<file path="src/include/wsg_pkg.sv">
// Constants, register map and carrier types of the wait-state generator.
// Assumes a CPU bus that is synchronous to the system clock.
`default_nettype none
package wsg_pkg;

  //////////////////////////////////////////////////////////////////////////
  // I/O addresses of the indirect register access ports (low address byte)
  localparam logic [7:0] DATA_PORT_ADDR = 8'he0;
  localparam logic [7:0] INDEX_PORT_ADDR = 8'hee;
  // On-chip I/O registers occupy this low-byte range and are never stretched
  localparam logic [7:0] ONCHIP_IO_FIRST = 8'he0;

  //////////////////////////////////////////////////////////////////////////
  // Control register indices
  localparam logic [7:0] IDX_WAIT_CTL = 8'h00;
  localparam logic [7:0] IDX_MEM_WIN = 8'h01;
  localparam logic [7:0] IDX_CS_WIN = 8'h02;
  localparam logic [7:0] IDX_MISC = 8'h03;

  //////////////////////////////////////////////////////////////////////////
  // Reset and auto-clear values
  localparam logic [7:0] WAIT_CTL_RESET = 8'hff;
  localparam logic [7:0] MEM_WIN_RESET = 8'hff;
  localparam logic [7:0] CS_WIN_RESET = 8'h80;
  localparam logic [7:0] MISC_RESET = 8'h00;
  localparam logic [7:0] INDEX_RESET = 8'h00;
  localparam logic [7:0] AUTO_CLEAR_VALUE = 8'h00;

  //////////////////////////////////////////////////////////////////////////
  // Field positions of wait_count_control
  localparam int ACK_MSB = 7;
  localparam int ACK_LSB = 6;
  localparam int VECTOR_BIT = 5;
  localparam int FETCH_EXT_BIT = 4;
  localparam int MEM_MSB = 3;
  localparam int MEM_LSB = 2;
  localparam int IO_MSB = 1;
  localparam int IO_LSB = 0;
  // Field positions of misc_options
  localparam int RETURN_MSB = 1;
  localparam int RETURN_LSB = 0;
  localparam int DAISY_MSB = 3;
  localparam int DAISY_LSB = 2;

  //////////////////////////////////////////////////////////////////////////
  // Timing counts
  localparam logic [4:0] FETCH_CLEAR_COUNT = 5'h10;
  localparam logic [3:0] ONE_WAIT = 4'h1;

  //////////////////////////////////////////////////////////////////////////
  // Types
  typedef struct packed {
    logic [15:0] addr;
    logic [7:0] wdata;
    logic mem_request;
    logic io_request_strobe;
    logic rd;
    logic wr;
    logic opcode_fetch_indicator;
    logic int_return_cycle;
  } wsg_bus_s;

  typedef enum logic [1:0] {
    ST_IDLE,
    ST_STRETCH,
    ST_HOLD
  } wsg_state_e;

endpackage
`default_nettype wire

</file>
<file path="src/rtl/wsg_wait_state_generator.sv">
// Wait-state generator with indirect control registers and chip selects.
// Assumes bus inputs synchronous to clk; a bus cycle lasts while a request
// strobe is high, and the CPU samples cpu_wait once per clock.
`timescale 1ns/1ps
`default_nettype none

//////////////////////////////////////////////////////////////////////////////
module wsg_wait_state_generator (
  // Clock and reset
  input wire logic clk,
  input wire logic nrst,
  // CPU bus
  input wire wsg_pkg::wsg_bus_s bus,
  // Wait request to the CPU
  output logic cpu_wait,
  // Register read data
  output logic [7:0] rdata,
  output logic rdata_oe,
  // Chip selects
  output logic [1:0] chip_sel
);

  ////////////////////////////////////////////////////////////////////////////
  // Field decoders
  function automatic logic [3:0] ack_waits(input logic [1:0] code);
    case (code)
      2'b00: ack_waits = 4'h0;
      2'b01: ack_waits = 4'h2;
      2'b10: ack_waits = 4'h4;
      default: ack_waits = 4'h6;
    endcase
  endfunction

  function automatic logic [3:0] daisy_waits(input logic [1:0] code);
    case (code)
      2'b00: daisy_waits = 4'h0;
      2'b01: daisy_waits = 4'h1;
      2'b10: daisy_waits = 4'h2;
      default: daisy_waits = 4'h4;
    endcase
  endfunction

  function automatic logic [3:0] plain_waits(input logic [1:0] code);
    plain_waits = {2'b00, code};
  endfunction

  ////////////////////////////////////////////////////////////////////////////
  // State
  logic [7:0] wait_ctl, next_wait_ctl;
  logic [7:0] mem_win, next_mem_win;
  logic [7:0] cs_win, next_cs_win;
  logic [7:0] misc, next_misc;
  logic [7:0] index, next_index;
  logic programmed, next_programmed;
  logic [4:0] fetch_count, next_fetch_count;
  logic cyc_q, next_cyc_q;
  logic fetch_q, next_fetch_q;
  wsg_pkg::wsg_state_e state, next_state;
  logic [3:0] count, next_count;
  logic next_cpu_wait;
  logic [7:0] next_rdata;
  logic next_rdata_oe;
  logic [1:0] next_chip_sel;

  // Bus event decode
  logic cyc;
  logic start;
  logic io_plain;
  logic io_wr_start;
  logic io_rd_start;
  logic fetch_fall;
  logic [7:0] lo;
  logic [3:0] n_waits;

  assign lo = bus.addr[7:0];
  assign cyc = bus.mem_request | bus.io_request_strobe;
  assign start = cyc & ~cyc_q;
  assign io_plain = bus.io_request_strobe & ~bus.opcode_fetch_indicator;
  assign io_wr_start = start & io_plain & bus.wr;
  assign io_rd_start = start & io_plain & bus.rd;
  assign fetch_fall = fetch_q & ~bus.opcode_fetch_indicator;

  ////////////////////////////////////////////////////////////////////////////
  // Wait count for the cycle now starting
  always_comb begin
    n_waits = 4'h0;
    if (bus.io_request_strobe && bus.opcode_fetch_indicator) begin
      n_waits = ack_waits(wait_ctl[wsg_pkg::ACK_MSB:wsg_pkg::ACK_LSB])
        + daisy_waits(misc[wsg_pkg::DAISY_MSB:wsg_pkg::DAISY_LSB]);
      if (wait_ctl[wsg_pkg::VECTOR_BIT]) begin
        n_waits = n_waits + wsg_pkg::ONE_WAIT;
      end
    end else if (bus.io_request_strobe) begin
      if (lo < wsg_pkg::ONCHIP_IO_FIRST) begin
        n_waits = plain_waits(
          wait_ctl[wsg_pkg::IO_MSB:wsg_pkg::IO_LSB]);
      end else begin
        n_waits = 4'h0;
      end
    end else if (bus.mem_request) begin
      if (bus.addr[15:8] <= mem_win) begin
        n_waits = plain_waits(
          wait_ctl[wsg_pkg::MEM_MSB:wsg_pkg::MEM_LSB]);
      end
      if (bus.opcode_fetch_indicator && wait_ctl[wsg_pkg::FETCH_EXT_BIT]) begin
        n_waits = n_waits + wsg_pkg::ONE_WAIT;
      end
      if (bus.int_return_cycle) begin
        n_waits = n_waits
          + plain_waits(misc[wsg_pkg::RETURN_MSB:wsg_pkg::RETURN_LSB]);
      end
    end
  end

  ////////////////////////////////////////////////////////////////////////////
  // Stretch sequencer
  always_comb begin
    next_state = state;
    next_count = count;
    next_cpu_wait = cpu_wait;
    next_cyc_q = cyc;
    next_fetch_q = bus.opcode_fetch_indicator;
    case (state)
      wsg_pkg::ST_IDLE: begin
        if (start) begin
          next_count = n_waits;
          next_cpu_wait = (n_waits != 4'h0);
          next_state = (n_waits != 4'h0) ? wsg_pkg::ST_STRETCH
                                         : wsg_pkg::ST_HOLD;
        end
      end
      wsg_pkg::ST_STRETCH: begin
        if (count == wsg_pkg::ONE_WAIT) begin
          next_cpu_wait = 1'b0;
          next_count = 4'h0;
          next_state = wsg_pkg::ST_HOLD;
        end else begin
          next_count = count - wsg_pkg::ONE_WAIT;
        end
      end
      default: begin
        next_cpu_wait = 1'b0;
        if (!cyc) begin
          next_state = wsg_pkg::ST_IDLE;
        end
      end
    endcase
  end

  always_ff @(posedge clk) begin
    if (!nrst) begin
      state <= wsg_pkg::ST_IDLE;
      count <= 4'h0;
      cpu_wait <= 1'b0;
      cyc_q <= 1'b0;
      fetch_q <= 1'b0;
    end else begin
      state <= next_state;
      count <= next_count;
      cpu_wait <= next_cpu_wait;
      cyc_q <= next_cyc_q;
      fetch_q <= next_fetch_q;
    end
  end

  ////////////////////////////////////////////////////////////////////////////
  // Control registers, indirect access and power-on auto clear
  always_comb begin
    next_wait_ctl = wait_ctl;
    next_mem_win = mem_win;
    next_cs_win = cs_win;
    next_misc = misc;
    next_index = index;
    next_programmed = programmed;
    next_fetch_count = fetch_count;
    if (fetch_fall && fetch_count != wsg_pkg::FETCH_CLEAR_COUNT) begin
      next_fetch_count = fetch_count + 5'h01;
      if (next_fetch_count == wsg_pkg::FETCH_CLEAR_COUNT && !programmed) begin
        next_wait_ctl = wsg_pkg::AUTO_CLEAR_VALUE;
      end
    end
    if (io_wr_start && lo == wsg_pkg::INDEX_PORT_ADDR) begin
      next_index = bus.wdata;
    end else if (io_wr_start && lo == wsg_pkg::DATA_PORT_ADDR) begin
      if (index == wsg_pkg::IDX_WAIT_CTL) begin
        next_wait_ctl = bus.wdata;
        next_programmed = 1'b1;
      end else if (index == wsg_pkg::IDX_MEM_WIN) begin
        next_mem_win = bus.wdata;
      end else if (index == wsg_pkg::IDX_CS_WIN) begin
        next_cs_win = bus.wdata;
      end else if (index == wsg_pkg::IDX_MISC) begin
        next_misc = bus.wdata;
      end
    end
  end

  always_ff @(posedge clk) begin
    if (!nrst) begin
      wait_ctl <= wsg_pkg::WAIT_CTL_RESET;
      mem_win <= wsg_pkg::MEM_WIN_RESET;
      cs_win <= wsg_pkg::CS_WIN_RESET;
      misc <= wsg_pkg::MISC_RESET;
      index <= wsg_pkg::INDEX_RESET;
      programmed <= 1'b0;
      fetch_count <= 5'h00;
    end else begin
      wait_ctl <= next_wait_ctl;
      mem_win <= next_mem_win;
      cs_win <= next_cs_win;
      misc <= next_misc;
      index <= next_index;
      programmed <= next_programmed;
      fetch_count <= next_fetch_count;
    end
  end

  ////////////////////////////////////////////////////////////////////////////
  // Read data and chip selects
  always_comb begin
    next_rdata = rdata;
    next_rdata_oe = rdata_oe & cyc;
    if (io_rd_start && lo == wsg_pkg::INDEX_PORT_ADDR) begin
      next_rdata = index;
      next_rdata_oe = 1'b1;
    end else if (io_rd_start && lo == wsg_pkg::DATA_PORT_ADDR) begin
      next_rdata_oe = 1'b1;
      if (index == wsg_pkg::IDX_WAIT_CTL) begin
        next_rdata = wait_ctl;
      end else if (index == wsg_pkg::IDX_MEM_WIN) begin
        next_rdata = mem_win;
      end else if (index == wsg_pkg::IDX_CS_WIN) begin
        next_rdata = cs_win;
      end else if (index == wsg_pkg::IDX_MISC) begin
        next_rdata = misc;
      end else begin
        next_rdata = 8'h00;
      end
    end
    if (!bus.mem_request) begin
      next_chip_sel = 2'b00;
    end else if (bus.addr[15:8] < cs_win) begin
      next_chip_sel = 2'b01;
    end else begin
      next_chip_sel = 2'b10;
    end
  end

  always_ff @(posedge clk) begin
    if (!nrst) begin
      rdata <= 8'h00;
      rdata_oe <= 1'b0;
      chip_sel <= 2'b00;
    end else begin
      rdata <= next_rdata;
      rdata_oe <= next_rdata_oe;
      chip_sel <= next_chip_sel;
    end
  end

endmodule

`default_nettype wire

</file>
<file path="config.mk">
export PLATFORM = sky130hd
export DESIGN_NAME = wsg_wait_state_generator
export DESIGN_NICKNAME = d
export VERILOG_FILES = /design/src/include/wsg_pkg.sv /design/src/rtl/wsg_wait_state_generator.sv
export SDC_FILE = /design/constraint.sdc
export NUM_CORES = 1
export LEC_CHECK = 0
export BUFFER_PORTS_ARGS = -buffer_cell sky130_fd_sc_hd__buf_2
export CAP_MARGIN = 20
export CELL_PAD_IN_SITES_DETAIL_PLACEMENT = 2
export CELL_PAD_IN_SITES_GLOBAL_PLACEMENT = 2
export CORE_ASPECT_RATIO = 0.75
export CORE_UTILIZATION = 35
export DETAILED_ROUTE_END_ITERATION = 16
export PLACE_DENSITY = 0.88
export SLEW_MARGIN = 0
export SYNTH_ARGS = -nofsm -noshare
export SYNTH_HDL_FRONTEND = slang
export SYNTH_SLANG_ARGS = --single-unit
</file>
<file path="constraint.sdc">
create_clock -name clk -period 4.7 [get_ports clk]
set_input_delay 0 -clock clk [delete_from_list [all_inputs] [get_ports clk]]
set_output_delay 0 -clock clk [all_outputs]
set_load 0.02 [all_outputs]
</file>
# Word-level counts from Yosys, hierarchy flattened
# Index checks and enable logic that the tools add are counted.
[classes]
addsub = 6
reduce_logical = 24
n_bitwise = 14
n_mux = 43
n_eq_ne = 16
order_cmp = 3
[ops]
columns = ["op", "n"]
rows = [
  ["8-bit two-way mux", 11],
  ["4-bit two-way mux", 16],
  ["3-bit one-hot mux with 3 select lines", 2],
  ["8-bit by 2-bit equality test with 1-bit output (second input constant)", 2],
  ["8-bit equality test (second input constant)", 2],
  ["2-bit two-way mux", 7],
  ["4-bit by 1-bit adder with 4-bit output (second input constant)", 2],
  ["8-bit by 1-bit equality test with 1-bit output (second input constant)", 1],
  ["8-bit <= comparator", 1],
  ["1-bit logical AND", 8],
  ["8-bit zero test", 1],
  ["8-bit less-than comparator", 1],
  ["8-bit less-than comparator (second input constant)", 1],
  ["4-bit one-hot mux with 2 select lines", 1],
  ["1-bit bitwise AND", 7],
  ["2-bit by 1-bit equality test with 1-bit output (second input constant)", 3],
  ["2-bit zero test", 3],
  ["1-bit NOT", 6],
  ["2-bit AND reduction", 3],
  ["3-bit AND reduction", 2],
  ["6-bit AND reduction", 1],
  ["5-bit by 1-bit adder with 5-bit output (second input constant)", 1],
  ["5-bit equality test (second input constant)", 1],
  ["5-bit != test (second input constant)", 1],
  ["other kinds (16)", 22],
]
[totals]
inputBits = 32
register_bits = 66
elab_cells = 121
out_inout_bits = 12

# Logic depth before layout (Yosys ltp)
[depth]
word_depth = 19
mapped_depth = 17
mapped_depth_nobuf = 17

# Worst setup path before layout
# OpenSTA, ideal clock, no wires.
[synth_timing]
path_kind = "register -> register"
from = "reg mem_win[5]"
to = "reg state[1]"
setup_ns = 0.061
required_ns = 4.639
arrival_ns = 3.299
path_slack_ns = 1.340
period_less_slack_ns = 3.360
stages_incl_launch_ff = 17
path_buffers = 0
path_cell_list = "dfxtp_1 -> inv_1 -> ha_1 -> a211o_1 -> a21oi_1 -> a21o_1 -> and2_1 -> ha_1 -> nor2_1 -> a31oi_1 -> fa_1 -> nand2_1 -> xor2_1 -> a22oi_1 -> o311ai_1 -> a2111oi_2 -> a32o_1"
[synth_via]
elab_chain_cells = 19
[synth_rtl]
columns = ["item", "line", "source"]
rows = [
  ["start, declared", "wsg_wait_state_generator.sv:50", "logic [7:0] mem_win, next_mem_win;"],
  ["start signal, assigned", "wsg_wait_state_generator.sv:201", "mem_win <= wsg_pkg::MEM_WIN_RESET;"],
  ["start signal, assigned", "wsg_wait_state_generator.sv:209", "mem_win <= next_mem_win;"],
  ["8-bit <= comparator (*)", "wsg_wait_state_generator.sv:101", "if (bus.addr[15:8] <= mem_win) begin"],
  ["2-bit two-way mux (*)", "wsg_wait_state_generator.sv:101", ""],
  ["4-bit two-way mux (*)", "wsg_wait_state_generator.sv:100", "end else if (bus.mem_request) begin"],
  ["4-bit two-way mux (*)", "wsg_wait_state_generator.sv:93", "end else if (bus.io_request_strobe) begin"],
  ["4-bit two-way mux (*)", "wsg_wait_state_generator.sv:87", "if (bus.io_request_strobe && bus.opcode_fetch_indicator) begin"],
  ["4-bit by 1-bit adder with 4-bit output", "wsg_wait_state_generator.sv:106", "n_waits = n_waits + wsg_pkg::ONE_WAIT;"],
  ["4-bit two-way mux (*)", "wsg_wait_state_generator.sv:105", "if (bus.opcode_fetch_indicator && wait_ctl[wsg_pkg::FETCH_EXT_BIT]) begin"],
  ["4-bit two-way mux (*)", "wsg_wait_state_generator.sv:100", ""],
  ["(+3 left out)", "--", ""],
  ["4-bit two-way mux (*)", "wsg_wait_state_generator.sv:108", "if (bus.int_return_cycle) begin"],
  ["4-bit two-way mux (*)", "wsg_wait_state_generator.sv:100", ""],
  ["4-bit two-way mux (*)", "wsg_wait_state_generator.sv:93", ""],
  ["4-bit two-way mux (*)", "wsg_wait_state_generator.sv:87", ""],
  ["4-bit nonzero test (*)", "wsg_wait_state_generator.sv:128", "next_state = (n_waits != 4'h0) ? wsg_pkg::ST_STRETCH"],
  ["2-bit two-way mux (*)", "wsg_wait_state_generator.sv:128", ""],
  ["2-bit two-way mux (*)", "wsg_wait_state_generator.sv:125", "if (start) begin"],
  ["2-bit one-hot mux with 2 select lines (*)", "wsg_wait_state_generator.sv:123", "case (state)"],
  ["end signal, assigned", "wsg_wait_state_generator.sv:152", "state <= wsg_pkg::ST_IDLE;"],
  ["end signal, assigned", "wsg_wait_state_generator.sv:158", "state <= next_state;"],
  ["end, declared", "wsg_wait_state_generator.sv:58", "wsg_pkg::wsg_state_e state, next_state;"],
]
# Mark *: on every way between the ends. The rest lies on a longest branch, timed or not. The select of a mux whose other input is x is not followed.
# A chain may end at the register's enable or synchronous reset.

# Worst setup path after layout
[layout_timing]
from = "reg mem_win[5]"
to = "reg state[0]"
# The elaborated chain is that of the path after synthesis.

==> results.sh <==
export IMPL_status="finished clean"
export IMPL_power_leakage_nw=1.93
export IMPL_fin_nets=531
export IMPL_fp_coreArea_um2=10500
export IMPL_p_seq_share_pct=36.5
export IMPL_yosys_area_top_type="dfxtp_1"
export IMPL_area_growth_pct=19.0
export IMPL_antenna_cells=0
export IMPL_synth_top_flop_cell="dfxtp_1"
export IMPL_firstDrtPassIters=5
export IMPL_synth_edf_count=0
export IMPL_ys_warnings_count=0
export IMPL_finalMaxSlewViolations=0
export IMPL_swShare_pct=24.1
export IMPL_critPathMaxStageDelay_ps=490
export IMPL_cts_buffers_inserted=9
export IMPL_finalPower_w=0.00160
export IMPL_cts_tree="done"
export IMPL_critPathSlowestCell="a2111oi_2"
export IMPL_synth_common_cells="dfxtp_1, nor2_1, nand2_1, ha_1, a21oi_1"
export IMPL_fin_area_um2=4590
export IMPL_antenna_found_initial=0
export IMPL_clk_pin_slew_ps=70
export IMPL_comb_power_share_pct=9.5
export IMPL_setup_viol=0
export IMPL_clock_sinks=66
export IMPL_max_clock_path_buffers=2
export IMPL_die_x_um=123
export IMPL_p_per_area_nw_per_um2=349
export IMPL_root_buffer="clkbuf_16"
export IMPL_cts_htree_levels=3
export IMPL_synth_top_area_share_pct=34.3
export IMPL_placed_cell_area_um2=4150
export IMPL_ys_types=58
export IMPL_synth_compound_area_share_pct=15.2
export IMPL_syn_inst=434
export IMPL_ys_ff_latch=66
export IMPL_track_usage_pct=26.9
export IMPL_synth_simple_area_share_pct=24.1
export IMPL_cp_max_fo=5
export IMPL_startpoint_type="flop"
export IMPL_utilization_pct=43.7
export IMPL_postRouteWirelength_mm=14.2
export IMPL_internal_power_w=0.00122
export IMPL_p_clk_share_pct=54.1
export IMPL_yosysMostFrequentCell="dfxtp_1"
export IMPL_vias_per_cell=5.87
export IMPL_finalHoldWorstSlack_ps=17.5
export IMPL_drive_gt1_share_pct=16.8
export IMPL_wire_per_inst_um=23.2
export IMPL_hpwl_mm=9.97
export IMPL_tightestPinTransition_ps=908
export IMPL_post_cts_buffers=0
export IMPL_tns_ps=0
export IMPL_die_area_um2=11400
export IMPL_muxShareOfSynthArea_pct=10.1
export IMPL_path_cells="inv_1 > ha_1 > a211o_1 > a21oi_1 > a21o_1 > and2_1 > ha_1 > nor2_1 > a31oi_1 > fa_1 > nand2_1 > xor2_1 > a22oi_1 > o311ai_1 > a2111oi_2 > a21oi_1"
export IMPL_start_util_pct=36.7
export IMPL_synth_xor_xnor_area_share_pct=2.50
export IMPL_syn_area_um2=3850
export IMPL_rsz0062_at_grt="no"
export IMPL_yosysSeqAreaShare_pct=34.3
export IMPL_min_period_over_period_pct=87.6
export IMPL_syn_num_nets=493
export IMPL_num_rows=32
export IMPL_ios=44
export IMPL_vias=3601
export IMPL_period_needed_ps=4120
export IMPL_chipHeight_um=92.9
export IMPL_grt_overflow_total=0
export IMPL_drtIter0Drc=247
export IMPL_netSwitchingPower_w=0.000386
export IMPL_gp_congestion=0.817
export IMPL_cp_data_required_time_ps=4900
export IMPL_grt_pass1_vias=4030
export IMPL_drv_cap=0
export IMPL_drc=0
export IMPL_grt_max_degree=51
export IMPL_r2r_slack_ps=580
export IMPL_path_delay_family="compound AO/OA/AOI/OAI gates"
export IMPL_synth_top_family_by_area="simple AND/OR/NAND/NOR gates"
export IMPL_slew_headroom_pct=39.1
export IMPL_clock_latency_ps=350
export IMPL_arrival_ps=4320
export IMPL_antenna_left=0
export IMPL_hold_violations=0
export IMPL_synth_area_per_cell_um2=8.88
export IMPL_max_freq_ghz=0.243
export IMPL_synth_adder_area_share_pct=9.15
export IMPL_end_kind="flop"
export IMPL_irDropWorstVdd_mv=0.156
export IMPL_ys_async_sr_fraction_pct=0
export IMPL_io_buffers=43
export IMPL_hold_path_class="in -> reg"
export IMPL_synth_area_top_cells="dfxtp_1, ha_1, mux2i_1"
export IMPL_critical_path_class="reg -> reg"
export IMPL_path_buf_inv=1
export IMPL_skew_ps=10.8
export IMPL_grt_pass1_wl_mm=22.8
## cell type report
type	instances	area [µm²]
inverter	22	82.6
sequential	66	1320
fill	1122	5900
tap	136	170
timing repair buffer	50	283
multi-input combinational	323	2350
clock buffer	10	239
clock inverter	6	136
## per-stage QoR
stage / cells / setup slack (ps)
after floorplan: 434 / 1340
after global routing: 613 / 443
after CTS: 613 / 595
final: 613 / 581
after global placement: 591 / 1010
after detailed placement: 591 / 709
## logic make-up after synthesis
logic type / after synthesis
XOR/XNOR: 11
flip-flops: 66
buffers and inverters: 45
AND/OR/NAND/NOR: 173
AO/OA/AOI/OAI: 83
adder cells (fa/ha/maj): 27
multiplexers: 29
## cell usage in the layout (no fill, tap or decap), types with 10 or more instances in the layout
cell | netlist | routed
mux2i_1 | 21 | 21
dfxtp_1 | 66 | 66
nor3_1 | 15 | 15
a21oi_1 | 23 | 23
inv_1 | 21 | 21
nand2_1 | 42 | 42
nor2_1 | 44 | 44
buf_2 | 8 | 43
ha_1 | 25 | 25
o211ai_1 | 11 | 11
nor2b_1 | 14 | 14
o21ai_0 | 10 | 10
## power groups by stage
| stage | sequential [W] | combinational (W) | clock [W] |
|---|---|---|---|
| after floorplan | 0.000594 | 0.0000847 | 0 |
| after detailed placement | 0.000595 | 0.000141 | 0 |
| after CTS | 0.000584 | 0.000150 | 0.000878 |
| final | 0.000584 | 0.000152 | 0.000867 |
| after global routing | 0.000586 | 0.000166 | 0.000898 |
| after global placement | 0.000594 | 0.000132 | 0 |
## sequential cells by signal (all words and copies together), names as in the netlist, 2 cells and up
register,flops
count,4
cs_win,8
index,8
chip_sel,2
wait_ctl,8
misc,8
mem_win,8
rdata,8
state,2
fetch_count,5
## layer usage
| metal | part of all wire [%] | track usage (%) |
|---|---|---|
| met1 | 46 | 35.3 |
| met2 | 46 | 43.6 |
| met4 | 2.0 | 9.44 |
| met5 | 0 | 0 |
| met3 | 6.0 | 5.60 |
## path summary, 6_finish.rpt
| check | startpoint | endpoint | cells after the start |
|---|---|---|---|
| setup / recovery | mem_win[5] | state[0] | 16 |
| hold / removal | bus[12] | misc[6] | 3 |
| setup reg to reg | mem_win[5] | state[0] | 16 |
| hold reg to reg | misc[4] | misc[4] | 2 |
## timing repair
item / CTS / global route
resized for setup: 0 / 0
endpoints found under the hold margin: 7 / 0
hold buffers: 6 / 0
## tightest hold or removal path, cell delays in order
cell	delay [ps]
buf_2	150
nand2_1	70
a21oi_1	80
Power figures use the tool's default switching activity.
